File: src/ufc_pkg.sv
package ufc_pkg;

	//////////////////////////////////////////////////////////////////////
	// Register indices and byte addresses (one aligned word each)
	localparam logic [7:0] UFC_IDX_DATA = 8'h00; // Receive pop / send push
	localparam logic [7:0] UFC_IDX_IRQ_EN = 8'h01; // Source enables
	localparam logic [7:0] UFC_IDX_QCTL = 8'h02; // Queue control / identity
	localparam logic [7:0] UFC_IDX_LSTAT = 8'h03; // Line error status
	localparam logic [7:0] UFC_IDX_EVT_STAT = 8'h04; // Sticky events
	localparam logic [7:0] UFC_IDX_EVT_CLR = 8'h05; // Event clear
	localparam logic [7:0] UFC_IDX_EVT_EN = 8'h06; // Event enables
	localparam logic [9:0] UFC_ADDR_DATA = {UFC_IDX_DATA, 2'b00};
	localparam logic [9:0] UFC_ADDR_IRQ_EN = {UFC_IDX_IRQ_EN, 2'b00};
	localparam logic [9:0] UFC_ADDR_QCTL = {UFC_IDX_QCTL, 2'b00};
	localparam logic [9:0] UFC_ADDR_LSTAT = {UFC_IDX_LSTAT, 2'b00};
	localparam logic [9:0] UFC_ADDR_EVT_STAT = {UFC_IDX_EVT_STAT, 2'b00};
	localparam logic [9:0] UFC_ADDR_EVT_CLR = {UFC_IDX_EVT_CLR, 2'b00};
	localparam logic [9:0] UFC_ADDR_EVT_EN = {UFC_IDX_EVT_EN, 2'b00};

	//////////////////////////////////////////////////////////////////////
	// Queue control field positions
	localparam int UFC_QC_EN = 0; // queues_enable
	localparam int UFC_QC_RX_FLUSH = 1; // rx_queue_flush
	localparam int UFC_QC_TX_FLUSH = 2; // tx_queue_flush
	localparam int UFC_QC_XFER_MODE = 3; // No effect
	localparam int UFC_QC_THR_LO = 6; // rx_threshold_sel low bit

	// Source enable positions
	localparam int UFC_IE_RXAV = 0; // rx_avail_irq_enable
	localparam int UFC_IE_THRE = 1;
	localparam int UFC_IE_LINE = 2;
	localparam int UFC_IE_MODEM = 3;

	// Event bit positions
	localparam int UFC_EV_LINE = 0;
	localparam int UFC_EV_RXAV = 1;
	localparam int UFC_EV_THRE = 2;
	localparam int UFC_EV_MODEM = 3;
	localparam int UFC_EV_TMO = 4;
	localparam int UFC_EV_W = 5;

	//////////////////////////////////////////////////////////////////////
	// Reset values
	localparam logic [1:0] UFC_RST_THR = 2'h0;
	localparam logic [3:0] UFC_RST_IE = 4'h0;
	localparam logic [7:0] UFC_RST_IDENT = 8'h01;

	// Pending source codes (identity bits 3:1)
	localparam logic [2:0] UFC_SRC_LINE = 3'h3;
	localparam logic [2:0] UFC_SRC_RXAV = 3'h2;
	localparam logic [2:0] UFC_SRC_TMO = 3'h6;
	localparam logic [2:0] UFC_SRC_THRE = 3'h1;
	localparam logic [2:0] UFC_SRC_MODEM = 3'h0;
	localparam logic [2:0] UFC_SRC_NONE = 3'h0;

	//////////////////////////////////////////////////////////////////////
	// Queue sizes, thresholds and timing
	localparam logic [4:0] UFC_DEPTH = 5'h10;
	localparam logic [4:0] UFC_HOLD_DEPTH = 5'h01;
	localparam logic [4:0] UFC_TRIG_0 = 5'h01;
	localparam logic [4:0] UFC_TRIG_1 = 5'h04;
	localparam logic [4:0] UFC_TRIG_2 = 5'h08;
	localparam logic [4:0] UFC_TRIG_3 = 5'h0e;
	localparam logic [2:0] UFC_TMO_CHARS = 3'h4; // Character times

	// Line error flags from the receiver
	typedef struct packed {
		logic brk; // Break seen
		logic frm; // Framing error
		logic par; // Parity error
		logic ovr; // Overrun in the shift register path
	} ufc_line_err_t;

endpackage : ufc_pkg

File: src/ufc_queue_ctrl.sv
`timescale 1ns/10ps
`default_nettype none

////////////////////////////////////////////////////////////////////////
module ufc_queue_ctrl
	import ufc_pkg::*;
(
	// Clock, reset, enable
	input wire logic pclk,
	input wire logic presetn,
	input wire logic pce,
	// APB slave
	input wire logic psel,
	input wire logic penable,
	input wire logic pwrite,
	input wire logic [11:0] paddr,
	input wire logic [31:0] pwdata,
	output logic [31:0] prdata,
	output logic pready,
	output logic pslverr,
	// Receive shift register side
	input wire logic rx_wr,
	input wire logic [7:0] rx_byte,
	input wire ufc_line_err_t rx_err,
	input wire logic char_tick,
	// Transmit shift register side
	input wire logic tx_take,
	output logic tx_avail,
	output logic [7:0] tx_head,
	// Modem status logic
	input wire logic modem_pend,
	// Interrupt
	output logic irq
);

	////////////////////////////////////////////////////////////////////
	// State
	// Both queues and every register live in this one struct
	typedef struct packed {
		logic [15:0][7:0] rx_mem; // Receive storage
		logic [15:0][7:0] tx_mem; // Send storage
		logic [3:0] rx_rd; // Receive read pointer
		logic [3:0] rx_wrp; // Receive write pointer
		logic [4:0] rx_cnt; // Receive fill
		logic [3:0] tx_rd; // Send read pointer
		logic [3:0] tx_wrp; // Send write pointer
		logic [4:0] tx_cnt; // Send fill
		logic q_en; // queues_enable
		logic [1:0] thr_sel; // rx_threshold_sel
		logic xfer_mode; // Stored, unused
		logic [3:0] ie; // Source enables
		ufc_line_err_t lerr; // Sticky line errors
		logic thre_pend; // Holding empty pending
		logic [2:0] idle_chars; // Character times without activity
		logic [2:0] snap_src; // Source code given by the last read
		logic [UFC_EV_W-1:0] ev_stat; // Sticky events
		logic [UFC_EV_W-1:0] ev_en; // Event enables
		logic [UFC_EV_W-1:0] ev_prev; // Previous source levels
		logic [31:0] prdata; // Read data
		logic pready; // Access phase ready
		logic pslverr; // Unmapped access
		logic [7:0] tx_head; // Byte offered to the shifter
		logic tx_avail; // Send queue not empty
		logic irq; // Interrupt line
	} ufc_state_t;

	// Registered copy, and the copy that the comb process fills
	ufc_state_t s_r; // Registered state
	ufc_state_t s_nxt; // Next state

	// Decode and condition nets, filled by the two comb processes
	// APB phase decode
	logic setup; // APB setup cycle
	logic done; // APB access completes
	logic [9:0] waddr; // Word-aligned address
	logic mapped; // Address decodes
	logic [4:0] cap; // Queue capacity in the current mode
	logic [4:0] trig; // Selected threshold
	logic rxav; // Data available condition
	logic tmo; // Timeout condition
	logic line_pend; // Any line error pending
	logic [2:0] src; // Highest pending source code
	logic pend; // Enabled source pending
	logic [7:0] ident; // pending_interrupt_identity value
	logic [UFC_EV_W-1:0] lvl; // Source levels for events
	logic rx_pop; // Receive byte taken by software
	logic rx_push; // Receive byte stored
	logic tx_pop; // Send byte taken by shifter
	logic tx_push; // Send byte stored by software
	logic qc_wr; // Queue control write
	logic [7:0] wb; // Written byte

	////////////////////////////////////////////////////////////////////
	// Source conditions and identity value
	always_comb begin
		// Capacity: sixteen in queue mode, else one holding byte
		cap = s_r.q_en ? UFC_DEPTH : UFC_HOLD_DEPTH;
		// Threshold byte count from the selected code
		unique case (s_r.thr_sel)
			2'b00: trig = UFC_TRIG_0;
			2'b01: trig = UFC_TRIG_1;
			2'b10: trig = UFC_TRIG_2;
			2'b11: trig = UFC_TRIG_3;
		endcase
		// Threshold in queue mode, one byte otherwise
		rxav = s_r.q_en ? (s_r.rx_cnt >= trig) : (s_r.rx_cnt != 5'h00);
		tmo = s_r.q_en && (s_r.rx_cnt != 5'h00) &&
			(s_r.idle_chars >= UFC_TMO_CHARS);
		// Any sticky line error makes the line source pending
		line_pend = |s_r.lerr;
		// Fixed priority chain, each gated by its enable
		// Assume a source until the last branch finds none
		pend = 1'b1;
		if (s_r.ie[UFC_IE_LINE] && line_pend) begin
			src = UFC_SRC_LINE;
		end else if (s_r.ie[UFC_IE_RXAV] && rxav) begin
			src = UFC_SRC_RXAV;
		end else if (s_r.ie[UFC_IE_RXAV] && tmo) begin
			src = UFC_SRC_TMO;
		end else if (s_r.ie[UFC_IE_THRE] && s_r.thre_pend) begin
			src = UFC_SRC_THRE;
		end else if (s_r.ie[UFC_IE_MODEM] && modem_pend) begin
			src = UFC_SRC_MODEM;
		end else begin
			src = UFC_SRC_NONE;
			pend = 1'b0;
		end
		// Identity: mode bits, reserved zeros, code, none pending
		ident = {s_r.q_en, s_r.q_en, 2'b00, src, ~pend};
		// Levels watched for rising edges by the event logic
		lvl = '0;
		lvl[UFC_EV_LINE] = line_pend;
		lvl[UFC_EV_RXAV] = rxav;
		lvl[UFC_EV_THRE] = s_r.thre_pend;
		lvl[UFC_EV_MODEM] = modem_pend;
		lvl[UFC_EV_TMO] = tmo;
	end

	////////////////////////////////////////////////////////////////////
	// Next state
	always_comb begin
		s_nxt = s_r;
		// APB phases and the word address
		setup = psel && !penable;
		done = psel && penable && s_r.pready;
		waddr = paddr[11:2];
		wb = pwdata[7:0];
		// Registers 0 to 6 exist; anything above answers an error
		mapped = (waddr <= 10'(UFC_IDX_EVT_EN));
		// Software strobes: a full or empty queue ignores them
		rx_pop = done && !pwrite && (waddr == 10'(UFC_IDX_DATA)) &&
			(s_r.rx_cnt != 5'h00);
		tx_push = done && pwrite && (waddr == 10'(UFC_IDX_DATA)) &&
			(s_r.tx_cnt < cap);
		qc_wr = done && pwrite && (waddr == 10'(UFC_IDX_QCTL));
		// Shifter strobes: a push needs room, a pop needs a byte
		rx_push = rx_wr && (s_r.rx_cnt < cap);
		tx_pop = tx_take && (s_r.tx_cnt != 5'h00);

		// Setup cycle: answer is latched, so the access sees a frozen value
		// Zero wait states: ready always follows a setup cycle
		s_nxt.pready = setup;
		if (setup) begin
			s_nxt.pslverr = !mapped;
			s_nxt.prdata = 32'h0000_0000;
			if (!pwrite) begin
				unique case (waddr)
					10'(UFC_IDX_DATA): s_nxt.prdata[7:0] = s_r.rx_mem[s_r.rx_rd];
					10'(UFC_IDX_IRQ_EN): s_nxt.prdata[3:0] = s_r.ie;
					// Identity read also records the code it reports
					10'(UFC_IDX_QCTL): begin
						s_nxt.prdata[7:0] = ident;
						s_nxt.snap_src = pend ? src : UFC_SRC_NONE;
					end
					10'(UFC_IDX_LSTAT): s_nxt.prdata[4:0] =
						{s_r.rx_cnt != 5'h00, s_r.lerr};
					10'(UFC_IDX_EVT_STAT): s_nxt.prdata[UFC_EV_W-1:0] = s_r.ev_stat;
					10'(UFC_IDX_EVT_EN): s_nxt.prdata[UFC_EV_W-1:0] = s_r.ev_en;
					default: s_nxt.prdata = 32'h0000_0000;
				endcase
			end
		end

		// Register writes
		// All of them land on the completing edge of the access
		if (done && pwrite && waddr == 10'(UFC_IDX_IRQ_EN)) begin
			s_nxt.ie = pwdata[3:0];
		end
		// Event enables
		if (done && pwrite && waddr == 10'(UFC_IDX_EVT_EN)) begin
			s_nxt.ev_en = pwdata[UFC_EV_W-1:0];
		end
		if (qc_wr && wb[UFC_QC_EN]) begin
			// Other fields only take effect with the enable set
			s_nxt.thr_sel = wb[UFC_QC_THR_LO +: 2];
			s_nxt.xfer_mode = wb[UFC_QC_XFER_MODE];
		end
		// The enable itself is taken from every control write
		if (qc_wr) begin
			s_nxt.q_en = wb[UFC_QC_EN];
		end

		// Receive queue: push from shifter, pop by software
		if (rx_push) begin
			s_nxt.rx_mem[s_r.rx_wrp] = rx_byte;
			s_nxt.rx_wrp = s_r.rx_wrp + 4'h1;
		end
		// A software pop advances the read pointer
		if (rx_pop) begin
			s_nxt.rx_rd = s_r.rx_rd + 4'h1;
		end
		// Count moves by push minus pop; both may fall in one cycle
		s_nxt.rx_cnt = s_r.rx_cnt + 5'(rx_push) - 5'(rx_pop);
		// Hold byte in non-queue mode: keep pointers on slot zero
		if (!s_r.q_en) begin
			s_nxt.rx_wrp = 4'h0;
			s_nxt.rx_rd = 4'h0;
		end

		// Send queue: push by software, pop by shifter
		if (tx_push) begin
			s_nxt.tx_mem[s_r.tx_wrp] = wb;
			s_nxt.tx_wrp = s_r.tx_wrp + 4'h1;
		end
		// A shifter pop advances the read pointer
		if (tx_pop) begin
			s_nxt.tx_rd = s_r.tx_rd + 4'h1;
		end
		// Count moves by push minus pop
		s_nxt.tx_cnt = s_r.tx_cnt + 5'(tx_push) - 5'(tx_pop);
		// Single holding byte in non-queue mode
		if (!s_r.q_en) begin
			s_nxt.tx_wrp = 4'h0;
			s_nxt.tx_rd = 4'h0;
		end

		// Flushes win over same-cycle traffic; shifters are not touched
		// A change of the enable empties both queues as well
		if (qc_wr && ((wb[UFC_QC_EN] && wb[UFC_QC_RX_FLUSH]) ||
			(wb[UFC_QC_EN] != s_r.q_en))) begin
			s_nxt.rx_rd = 4'h0;
			s_nxt.rx_wrp = 4'h0;
			s_nxt.rx_cnt = 5'h00;
		end
		if (qc_wr && ((wb[UFC_QC_EN] && wb[UFC_QC_TX_FLUSH]) ||
			(wb[UFC_QC_EN] != s_r.q_en))) begin
			s_nxt.tx_rd = 4'h0;
			s_nxt.tx_wrp = 4'h0;
			s_nxt.tx_cnt = 5'h00;
		end

		// Idle character count; any receive queue activity restarts it
		// Counting stops at the limit, so the flag stays up
		if (rx_push || rx_pop || s_nxt.rx_cnt == 5'h00) begin
			s_nxt.idle_chars = 3'h0;
		end else if (char_tick && s_r.idle_chars < UFC_TMO_CHARS) begin
			s_nxt.idle_chars = s_r.idle_chars + 3'h1;
		end

		// Line errors: status read clears, new errors win
		if (done && !pwrite && waddr == 10'(UFC_IDX_LSTAT)) begin
			s_nxt.lerr = '0;
		end
		// New errors are ORed in after the clear
		s_nxt.lerr = s_nxt.lerr | rx_err;
		// A byte that meets a full queue is an overrun
		s_nxt.lerr.ovr = s_nxt.lerr.ovr | (rx_wr && !rx_push);

		// Holding empty: cleared by send write or identity read as source
		if (tx_push || (done && !pwrite && waddr == 10'(UFC_IDX_QCTL) &&
			s_r.snap_src == UFC_SRC_THRE)) begin
			s_nxt.thre_pend = 1'b0;
		end
		// Set wins: an emptied queue raises the source again
		if (s_nxt.tx_cnt == 5'h00 && (s_r.tx_cnt != 5'h00 || qc_wr)) begin
			s_nxt.thre_pend = 1'b1;
		end

		// Sticky events on rising source levels; set wins over clear
		// Write-one-to-clear first, then the new rising edges
		if (done && pwrite && waddr == 10'(UFC_IDX_EVT_CLR)) begin
			s_nxt.ev_stat = s_r.ev_stat & ~pwdata[UFC_EV_W-1:0];
		end
		s_nxt.ev_stat = s_nxt.ev_stat | (lvl & ~s_r.ev_prev);
		s_nxt.ev_prev = lvl;
		// Level interrupt from the enabled sticky bits
		s_nxt.irq = |(s_nxt.ev_stat & s_nxt.ev_en);

		// Registered send head
		// Taken from the next state, so the shifter sees no lag
		s_nxt.tx_head = s_nxt.tx_mem[s_nxt.tx_rd];
		s_nxt.tx_avail = (s_nxt.tx_cnt != 5'h00);

		// Clock enable freezes everything
		// Nothing above moves while the enable is low
		if (!pce) begin
			s_nxt = s_r;
		end
	end

	////////////////////////////////////////////////////////////////////
	// State register
	always_ff @(posedge pclk or negedge presetn) begin
		if (!presetn) begin
			// Constants only; identity bit 0 reads 1 with no enables
			s_r <= '0;
			s_r.thr_sel <= UFC_RST_THR;
			s_r.ie <= UFC_RST_IE;
		end else begin
			// Normal run: take the next state
			s_r <= s_nxt;
		end
	end

	////////////////////////////////////////////////////////////////////
	// Outputs
	// Every output is a field of the state register
	assign prdata = s_r.prdata;
	assign pready = s_r.pready;
	assign pslverr = s_r.pslverr;
	assign tx_head = s_r.tx_head;
	assign tx_avail = s_r.tx_avail;
	assign irq = s_r.irq;

endmodule : ufc_queue_ctrl

`default_nettype wire

File: config.mk
export PLATFORM = sky130hd
export DESIGN_NAME = ufc_queue_ctrl
export DESIGN_NICKNAME = d
export VERILOG_FILES = /design/src/ufc_pkg.sv /design/src/ufc_queue_ctrl.sv
export SDC_FILE = /design/constraint.sdc
export NUM_CORES = 1
export LEC_CHECK = 0
export BUFFER_PORTS_ARGS = -buffer_cell sky130_fd_sc_hd__buf_2
export CAP_MARGIN = 10
export CORE_MARGIN = 5
export CORE_UTILIZATION = 45
export DETAILED_ROUTE_END_ITERATION = 8
export PLACE_DENSITY = 0.67
export SETUP_SLACK_MARGIN = 0.1
export SLEW_MARGIN = 5
export SYNTH_ARGS = -nofsm -noshare
export SYNTH_HDL_FRONTEND = slang
export SYNTH_SLANG_ARGS = --single-unit
File: constraint.sdc
create_clock -name pclk -period 4.1 [get_ports pclk]
set_input_delay 0.82 -clock pclk [delete_from_list [all_inputs] [get_ports pclk]]
set_output_delay 0.82 -clock pclk [all_outputs]
set_load 0.01 [all_outputs]
==> summary.txt, run 1 <==
Slew @ Worst Pin -> 0.917 ns
status -> finished, final reports clean
CTS Sinks -> 335
final worst path period share -> 90.3%
Slew Limit Fails -> 0
CTS tree -> built
clock skew -> 0.0398 ns
final WL -> 50.7 mm
DIE WIDTH -> 209 µm
n_diodes -> 0
largest net degree at the start of global routing -> 99
Post-CTS Setup Bufs -> 0
vias per cell -> 6.12
P per Cell Area -> 590 nW/µm²
Worst-path clk slew -> 0.06 ns
WS Path Type -> reg -> reg
Synth top area share -> 47.1%
antenna violations before repair -> 1
Synth-to-Final Area Change -> 13.2%
# DRC -> 0
RSZ-0062 raised after global routing -> false
Data arrival, critical path -> 4.14 ns
Port Buffer Count -> 59
dominant synthesized flop cell -> dfrtp_1
share of cells above drive strength 1 -> 27.6%
CP cell instances -> inv_1 > ha_1 > a21oi_1 > and2_2 > inv_1 > ha_1 > ha_1 > fa_1 > nand2b_1 > a21oi_1 > nor2_1 > xnor3_1 > o211ai_1 > o21ai_0 > nand2_1 > o31ai_1
Seq cells post-synth -> 335
gate count after technology mapping -> 1,648
leading post-synthesis cells by cell area -> dfrtp_1 47%, mux2_2 14%, o21ai_0 3.5%, nand2_1 3.1%, mux4_2 2.4%
cell with the most instances after synthesis -> dfrtp_1
TritonRoute pass-1 iters -> 8
fin crit period -> 3.70 ns
worst min-delay path class -> in -> async
CP startpoint kind -> flop
clock root cell -> clkbuf_16
first-pass GRT wire length -> 80.3 mm
fraction of registers with async set/reset -> 100%
DR iter-0 viols -> 1,136
Max Clk Rate -> 0.270 GHz
Slew HR -> 38.6%
H-tree depth -> 2
max_cap viols -> 0
routability congestion estimate -> 0.935
CP max stage delay -> 0.50 ns
WL/cell -> 22.5 µm
Post-DRT Antenna Nets -> 0
worst r2r src -> ident[6]
CP most frequent cell -> ha_1
global route overflow -> 0
DR vias -> 13,812
crit path capture type -> flop
Die ar. -> 43,700 µm²
Bufs and invs on worst path -> 2
TritonCTS Buffers -> 38
synthesized area per cell -> 10.8 µm²
GRT Resource Usage Total -> 22.9%
Cell Area, Synth -> 17,800 µm²
static leakage -> 9.08 nW
setup ws final -> 0.399 ns
Nets -> 1,811
Post-Layout Cell Count -> 2,256
CP startpoint -> ident[6]
worst endpoint required time -> 4.54 ns
placed instance count -> 2,187
vias in the first global route -> 13,964
hpwl dp -> 35.1 mm
CP max stage cell -> dfrtp_1
Die Height -> 209 µm
Peak VDD IR -> 0.338 mV
Post-synth EDFFs -> 0
CORE AREA -> 38,900 µm²
Post-synth top cells -> 335 x dfrtp_1, 219 x mux2_2, 149 x nand2_1
Top-Level Pins -> 110
cell row count -> 72
count of final setup violators -> 0
top cell family by delay on the critical path -> adder cells
top cell type by total area after synthesis -> dfrtp_1
Max FO, Critical Path -> 8
Distinct cells, synth -> 82
Yosys warnings -> 0
Worst-Skew Late Latency -> 0.57 ns
Hold Vio Cnt, Final -> 0
clk buf depth -> 3
pre-CTS WS -> -0.0465 ns
post-synthesis sequential area ratio -> 47.1%
Starting Density -> 45.8%
==> per-stage QoR <==
stage | power [mW] | setup TNS, ns | hold slack (ns) | area, µm² | utilization [%]
6_report | 11.9 | 0 | 0.226 | 20200 | 51.8
5_1_grt | 12.5 | 0 | 0.278 | 20200 | 51.8
4_1_cts | 11.9 | 0 | 0.255 | 20200 | 51.8
3_5_place_dp | 8.30 | -0.0465 | 0.465 | 18800 | 48.4
3_3_place_gp | 8.17 | 0 | 0.455 | 18800 | 48.4
2_1_floorplan | 6.92 | 0 | 0.442 | 17900 | -
==> registers in the layout (all words and copies together) (netlist names) <==
register and count:
s_r 313, lvl 1, prdata 8, pslverr 1, pready 1, irq 1, tx_avail 1, tx_head 8
ident 1
==> timing repair <==
item                                    4_1_cts  5_1_grt
hold buffers                                  0        0
endpoints found under the setup margin        0        1
resized for setup                             0        1
==> where the power goes <==
| group | switching [mW] | internal, mW |
|---|---|---|
| Sequential | 0.372 | 3.87 |
| Clock | 1.46 | 2.07 |
| Combinational | 2.32 | 1.79 |
==> layer usage <==
metal	share of wire (%)	track usage (%)
met1	43	31.7
met2	46	36.3
met3	7.5	4.57
met4	3.0	7.79
met5	0.026	0
==> worst register-to-register path, stage by stage, from the launching register on <==
cell,delay [ns]
dfrtp_1,0.50
inv_1,0.18
ha_1,0.30
a21oi_1,0.17
and2_2,0.26
inv_1,0.10
ha_1,0.28
ha_1,0.22
fa_1,0.42
nand2b_1,0.11
a21oi_1,0.07
nor2_1,0.15
xnor3_1,0.23
o211ai_1,0.29
o21ai_0,0.15
nand2_1,0.10
o31ai_1,0.07
==> final cells by class <==
cell class / instances / area [µm²]
repair buffers: 146 / 1010
fillers: 3480 / 18800
well taps: 518 / 648
clock buffers: 48 / 1070
inverters: 43 / 161
flip-flops and latches: 335 / 8380
clock inverters: 21 / 243
multi-input cells: 1145 / 8640
==> cells in the final DEF (no fill, tap or decap), types with 28 or more instances in the layout <==
master / n
o31ai_1: 28
a21oi_1: 55
ha_1: 34
inv_1: 42
or4_1: 28
mux2i_1: 30
mux2_2: 219
buf_2: 58
nor2_1: 46
buf_4: 83
nor3_1: 41
dfrtp_1: 334
clkbuf_16: 38
o21ai_0: 125
nand3_1: 42
nand2_1: 149
==> final timing paths <==
path,end,slack [ns],depth (start not counted)
setup / recovery,s_r[62],0.40,16
hold / removal,s_r[46],0.23,1
setup reg to reg,s_r[62],0.40,16
hold reg to reg,s_r[45],0.48,1
max in group asynchronous,s_r[139],2.87,2
min in group pclk,s_r[45],0.48,1
==> logic make-up (layout without fill, tap and decap cells) <==
group	after synthesis	count (layout)	share of synthesized area (%)
AND/OR/NAND/NOR	409	409	11.9
AO/OA/AOI/OAI	393	393	14.5
other	1	24	0.0211
buffers and inverters	191	258	5.04
multiplexers	269	269	18.0
XOR/XNOR	14	14	0.850
adder cells (fa/ha/maj)	36	36	2.61
flip-flops	335	335	47.1
(Power assumes the default switching activity.)
==> run 2, diff against run 1 <==
--- a/config.mk
+++ b/config.mk
@@ -11,5 +11,4 @@
 export CORE_UTILIZATION = 45
 export DETAILED_ROUTE_END_ITERATION = 8
-export PLACE_DENSITY = 0.67
 export SETUP_SLACK_MARGIN = 0.1
 export SLEW_MARGIN = 5
==> constraint.sdc (replaced) <==
create_clock -name pclk -period 4.1 [get_ports pclk]
set_input_delay 0.205 -clock pclk [delete_from_list [all_inputs] [get_ports pclk]]
set_output_delay 0.205 -clock pclk [all_outputs]
set_load 0.01 [all_outputs]
==> summary.txt, run 2 (synthesis gave the netlist of run 1 again) <==
metal3 WL -> 2.62 mm (-31%)
DR vias -> 13,565 (-1.8%)
top cell family by delay on the critical path -> compound AO/OA/AOI/OAI gates
largest net degree at the start of global routing -> 116 (+17%)
CTS tree -> built
M1 wire length -> 23.7 mm (+8.4%)
hold path startpoint -> paddr[4]
final worst path period share -> 90.9% (+0.61 points)
placed instance area -> 18,600 µm² (-1.3%)
R2R depth -> 11 (-5)
global route overflow -> 0 (unchanged)
Starting Density -> 45.8% (unchanged)
Worst Hold End -> pslverr
worst endpoint required time -> 4.55 ns (about the same)
worst min-delay path class -> in -> reg
Biggest register -> s_r
DIE WIDTH -> 209 µm (unchanged)
Multi-input gate area -> 8630 µm² (about the same)
clk buf depth -> 3 (unchanged)
Nets -> 1,792 (-1.0%)
Slew @ Worst Pin -> 1.08 ns (+0.159 ns)
Slew HR -> 28.0% (-11 points)
P per Cell Area -> 584 nW/µm² (-1.0%)
CTS Sinks -> 335 (unchanged)
Top-Level Pins -> 110 (unchanged)
met2 wire length -> 23.0 mm (-2.2%)
fin crit period -> 3.73 ns (+0.0248 ns)
vias per cell -> 6.07 (-0.91%)
TritonCTS Buffers -> 39 (+2.6%)
CP startpoint -> s_r[79]
Die ar. -> 43,700 µm² (unchanged)
Worst-Skew Late Latency -> 0.56 ns (about the same)
Pwr Total -> 11.7 mW (-1.9%)
fillers -> 3,571 (+2.6%)
Post-DRT Antenna Nets -> 0 (unchanged)
Final Cell Area -> 20,000 µm² (-0.93%)
TritonRoute pass-1 iters -> 5 (-3)
reg2reg end -> tx_head[0]
Final TNS setup -> 0 ns (unchanged)
reg2reg setup slack -> 0.37 ns (-0.02 ns)
Bufs and invs on worst path -> 2 (unchanged)
status -> finished, final reports clean
H-tree depth -> 2 (unchanged)
Largest register FFs -> 313 (unchanged)
Die Height -> 209 µm (unchanged)
clock root cell -> clkbuf_16
clock skew -> 0.0143 ns (-0.0255 ns)
Port Buffer Count -> 59 (unchanged)
Synth-to-Final Area Change -> 12.1%
Max FO, Critical Path -> 12 (+4)
Worst-path clk slew -> 0.06 ns (about the same)
Reg area -> 8380 µm² (unchanged)
WL/cell -> 22.6 µm (+0.80%)
worst hold stages -> 3
CP cell instances -> inv_1 > ha_1 > nor2b_1 > o2111ai_2 > buf_4 > or3_1 > o211ai_1 > o22ai_1 > o21bai_1 > a2111oi_0 > o32ai_1
CP max stage cell -> o211ai_1
hpwl dp -> 34.9 mm (-0.61%)
# DRC -> 0 (unchanged)
max_cap viols -> 0 (unchanged)
antenna violations before repair -> 0 (-1)
Slew Limit Fails -> 0 (unchanged)
CP startpoint kind -> flop
commonest non-fill, non-tap cell in the layout -> dfrtp_1
most frequent cells in the layout -> 334 x dfrtp_1, 219 x mux2_2, 149 x nand2_1
GRT Resource Usage Total -> 23.2% (+0.30 points)
Max Clk Rate -> 0.268 GHz (-0.67%)
final WL -> 50.6 mm (about the same)
WS Path Type -> reg -> reg
routability congestion estimate -> 0.903 (-3.4%)
first-pass GRT wire length -> 81.7 mm (+1.7%)
crit path capture type -> flop
CP max stage delay -> 0.68 ns (+0.18 ns)
Hold Vio Cnt, Final -> 0 (unchanged)
static leakage -> 8.93 nW (-1.6%)
vias in the first global route -> 13,705 (-1.9%)
DR iter-0 viols -> 1,271 (+12%)
RSZ-0062 raised after global routing -> false
CORE AREA -> 38,900 µm² (unchanged)
Peak VDD IR -> 0.413 mV (+22%)
share of cells above drive strength 1 -> 25.8% (-1.8 points)
worst r2r src -> s_r[79]
count of final setup violators -> 0 (unchanged)
cell row count -> 72 (unchanged)
uppermost layer routed -> met4
Data arrival, critical path -> 4.18 ns (+0.04 ns)
n_diodes -> 0 (unchanged)
## run 2: final cells by class
cell class / instances / share of cell area, %
clock buffers: 55 / 5.59
repair buffers: 126 / 4.42
inverters: 43 / 0.808
clock inverters: 14 / 0.689
well taps: 518 / 3.25
multi-input cells: 1145 / 43.2
flip-flops and latches: 335 / 42.0
## run 2: worst max-delay path by stage
stage / endpoint / slack (ns) / cells after the start
3_3_place_gp: tx_avail / 0.40 / 17
6_report: tx_head[0] / 0.37 / 11
4_1_cts: tx_head[0] / 0.39 / 11
3_5_place_dp: s_r[62] / 0.33 / 17
2_1_floorplan: tx_avail / 0.25 / 19
5_1_grt: s_r[62] / 0.09 / 18
## run 2: metal layers
layer | GRT usage, % | up-vias
met1 | 34.3 | 6952
li1 | - | 6163
met5 | 0 | -
met3 | 3.79 | 75
met4 | 6.19 | 0
met2 | 35.7 | 375
## run 2: per-stage QoR
step,std cells,utilization (%),hold slack [ns],worst slack (ns)
final,2236,51.3,0.0305,0.374
after global routing,2236,51.3,0.0520,0.0878
after CTS,2234,51.2,0.00218,0.389
after detailed placement,2155,47.8,0.349,0.330
after global placement,2155,47.8,0.352,0.402
after floorplan,1671,-,-0.0906,0.247
## run 2: tightest hold or removal path, cell delays in order
cell	delay, ns
buf_2	0.15
a31oi_1	0.13
o21ai_0	0.07
## run 2: what timing repair did
item | 4_1_cts | 5_1_grt
endpoints found under the setup margin | 0 | 2
hold buffers | 10 | 0
resized for setup | 0 | 1
hold endpoints to repair | 119 | 0
buffers inserted | 0 | 2
## run 2: power breakdown
group	total [mW]	leakage (nW)	internal (mW)	switching (mW)
sequential	4.25	4.49	3.87	0.372
combinational	3.99	3.82	1.67	2.31
clock	3.42	0.618	1.98	1.43
==> run 3, diff against run 2 <==
Settings changed: PLACE_DENSITY from default to 0.62.
==> summary.txt, run 3 (synthesis gave the netlist of run 1 again) <==
H-tree depth -> 2 (unchanged)
fillers -> 3,505 (-1.8%)
Post-CTS Setup Bufs -> 0 (unchanged)
CP max stage cell -> fa_1
Post-DRT Antenna Nets -> 0 (unchanged)
worst hold stages -> 2 (-1)
Worst Hold End -> s_r[199]
CTS tree -> built
status -> finished, final reports clean
Synth-to-Final Area Change -> 12.7%
fin crit period -> 3.72 ns (-0.00233 ns)
n_diodes -> 0 (unchanged)
DR vias -> 13,618 (+0.39%)
RSZ-0062 raised after global routing -> false
commonest non-fill, non-tap cell in the layout -> dfrtp_1
P per Cell Area -> 594 nW/µm² (+1.7%)
WL/cell -> 22.4 µm (-0.97%)
vias per cell -> 6.09 (+0.35%)
routability congestion estimate -> 0.937 (+3.7%)
Worst-path clk slew -> 0.06 ns (about the same)
Starting Density -> 45.8% (unchanged)
TritonCTS Buffers -> 39 (unchanged)
CP cell instances -> inv_1 > ha_1 > o21ai_0 > nand3_1 > a21oi_1 > and2_1 > inv_1 > ha_1 > ha_1 > fa_1 > nand2b_1 > a21oi_1 > nor2_1 > xnor3_1 > o211ai_1 > o21ai_0 > nand2_1 > o31ai_1
Slew HR -> 21.7% (-6.3 points)
CORE AREA -> 38,900 µm² (unchanged)
Max Clk Rate -> 0.269 GHz (about the same)
most frequent cells in the layout -> 334 x dfrtp_1, 219 x mux2_2, 149 x nand2_1
largest net degree at the start of global routing -> 99 (-15%)
first-pass GRT wire length -> 79.8 mm (-2.3%)
CP startpoint -> s_r[92]
GRT Resource Usage Total -> 22.7% (-0.52 points)
Max FO, Critical Path -> 6 (-6)
global route overflow -> 0 (unchanged)
Peak VDD IR -> 0.300 mV (-27%)
worst endpoint required time -> 4.54 ns (about the same)
final WL -> 50.1 mm (-0.92%)
metal3 WL -> 2.83 mm (+8.1%)
Pwr Total -> 11.9 mW (+2.3%)
hold_ws -> 0.0520 ns (+0.0214 ns)
max_cap viols -> 0 (unchanged)
CP most frequent cell -> ha_1
share of cells above drive strength 1 -> 25.7% (-0.073 points)
M1 wire length -> 22.3 mm (-5.7%)
R2R depth -> 18 (+7)
hpwl dp -> 34.3 mm (-1.9%)
Die ar. -> 43,700 µm² (unchanged)
final worst path period share -> 90.8% (about the same)
clock skew -> 0.0329 ns (+0.0186 ns)
final core occ -> 51.6% (+0.26 points)
uppermost layer routed -> met4
Slew Limit Fails -> 0 (unchanged)
Biggest register -> s_r
vias in the first global route -> 13,547 (-1.2%)
count of final setup violators -> 0 (unchanged)
clk buf depth -> 3 (unchanged)
Final TNS setup -> 0 ns (unchanged)
placed instance area -> 18,600 µm² (about the same)
Largest register FFs -> 313 (unchanged)
crit path capture type -> flop
clock root cell -> clkbuf_16
# DRC -> 0 (unchanged)
Top-Level Pins -> 110 (unchanged)
Nets -> 1,792 (unchanged)
worst min-delay path class -> in -> reg
hold path startpoint -> pwdata[7]
reg2reg setup slack -> 0.38 ns (about the same)
Hold Vio Cnt, Final -> 0 (unchanged)
met2 wire length -> 23.2 mm (+1.3%)
reg2reg end -> s_r[62]
WS Path Type -> reg -> reg
Port Buffer Count -> 59 (unchanged)
Die Height -> 209 µm (unchanged)
Final Cell Area -> 20,100 µm² (+0.51%)
Multi-input gate area -> 8630 µm² (about the same)
Bufs and invs on worst path -> 2 (unchanged)
TritonRoute pass-1 iters -> 9 (+4)
antenna violations before repair -> 0 (unchanged)
cell row count -> 72 (unchanged)
worst r2r src -> s_r[92]
top cell family by delay on the critical path -> adder cells
CTS Sinks -> 335 (unchanged)
Data arrival, critical path -> 4.16 ns (-0.02 ns)
static leakage -> 8.98 nW (+0.52%)
CP startpoint kind -> flop
DR iter-0 viols -> 1,104 (-13%)
Worst-Skew Late Latency -> 0.59 ns (+0.03 ns)
CP max stage delay -> 0.42 ns (-0.26 ns)
Reg area -> 8380 µm² (unchanged)
DIE WIDTH -> 209 µm (unchanged)
Slew @ Worst Pin -> 1.17 ns (+0.0938 ns)
[run 3: changes by cell type in the layout (fill, tap and decap cells not counted), sizes merged]
cell / before / now
bufinv: 1 / 6
clkbuf: 55 / 54
clkinv: 8 / 7
inv: 46 / 44
[run 3: how the worst max path moves through the flow]
stage	endpoint	cells after the start
2_1_floorplan	tx_avail	19
3_3_place_gp	tx_avail	17
3_5_place_dp	s_r[62]	17
4_1_cts	s_r[62]	18
5_1_grt	s_r[62]	18
6_report	s_r[62]	18
[run 3: area by class of cell]
class | count | area share [%]
Multi-Input combinational cell | 1145 | 43.0
Clock buffer | 54 | 5.44
Timing Repair Buffer | 126 | 4.28
Clock inverter | 16 | 1.47
Sequential cell | 335 | 41.8
Tap cell | 518 | 3.23
Inverter | 43 | 0.804
[run 3: stage by stage]
stage                     worst slack, ns  instances
after floorplan                     0.247       1671
after global placement              0.381       2157
after detailed placement            0.347       2157
after CTS                           0.384       2237
after global routing                0.149       2237
final                               0.376       2237
[run 3: where the power goes]
part           switching [mW]  total, mW  internal, mW
combinational            2.25       3.91          1.66
sequential              0.367       4.24          3.87
clock                    1.49       3.76          2.27
[run 3: worst reg2reg max path, stage by stage (launching register included)]
cell	delay, ns
dfrtp_1	0.39
inv_1	0.15
ha_1	0.23
o21ai_0	0.07
nand3_1	0.09
a21oi_1	0.26
and2_1	0.21
inv_1	0.09
ha_1	0.29
ha_1	0.21
fa_1	0.42
nand2b_1	0.10
a21oi_1	0.07
nor2_1	0.16
xnor3_1	0.24
o211ai_1	0.32
o21ai_0	0.14
nand2_1	0.10
o31ai_1	0.06
[run 3: metal layers]
layer | GRT usage [%] | vias to the layer above
met2 | 36.0 | 468
met1 | 32.2 | 6894
met4 | 7.99 | 0
met5 | 0 | -
met3 | 3.03 | 103
li1 | - | 6153
[run 3: timing repair]
action                                  in CTS  in global routing
endpoints found under the hold margin       82                  0
gates resized for setup                      0                  0
hold buffers                                10                  0
endpoints found under the setup margin       0                  0
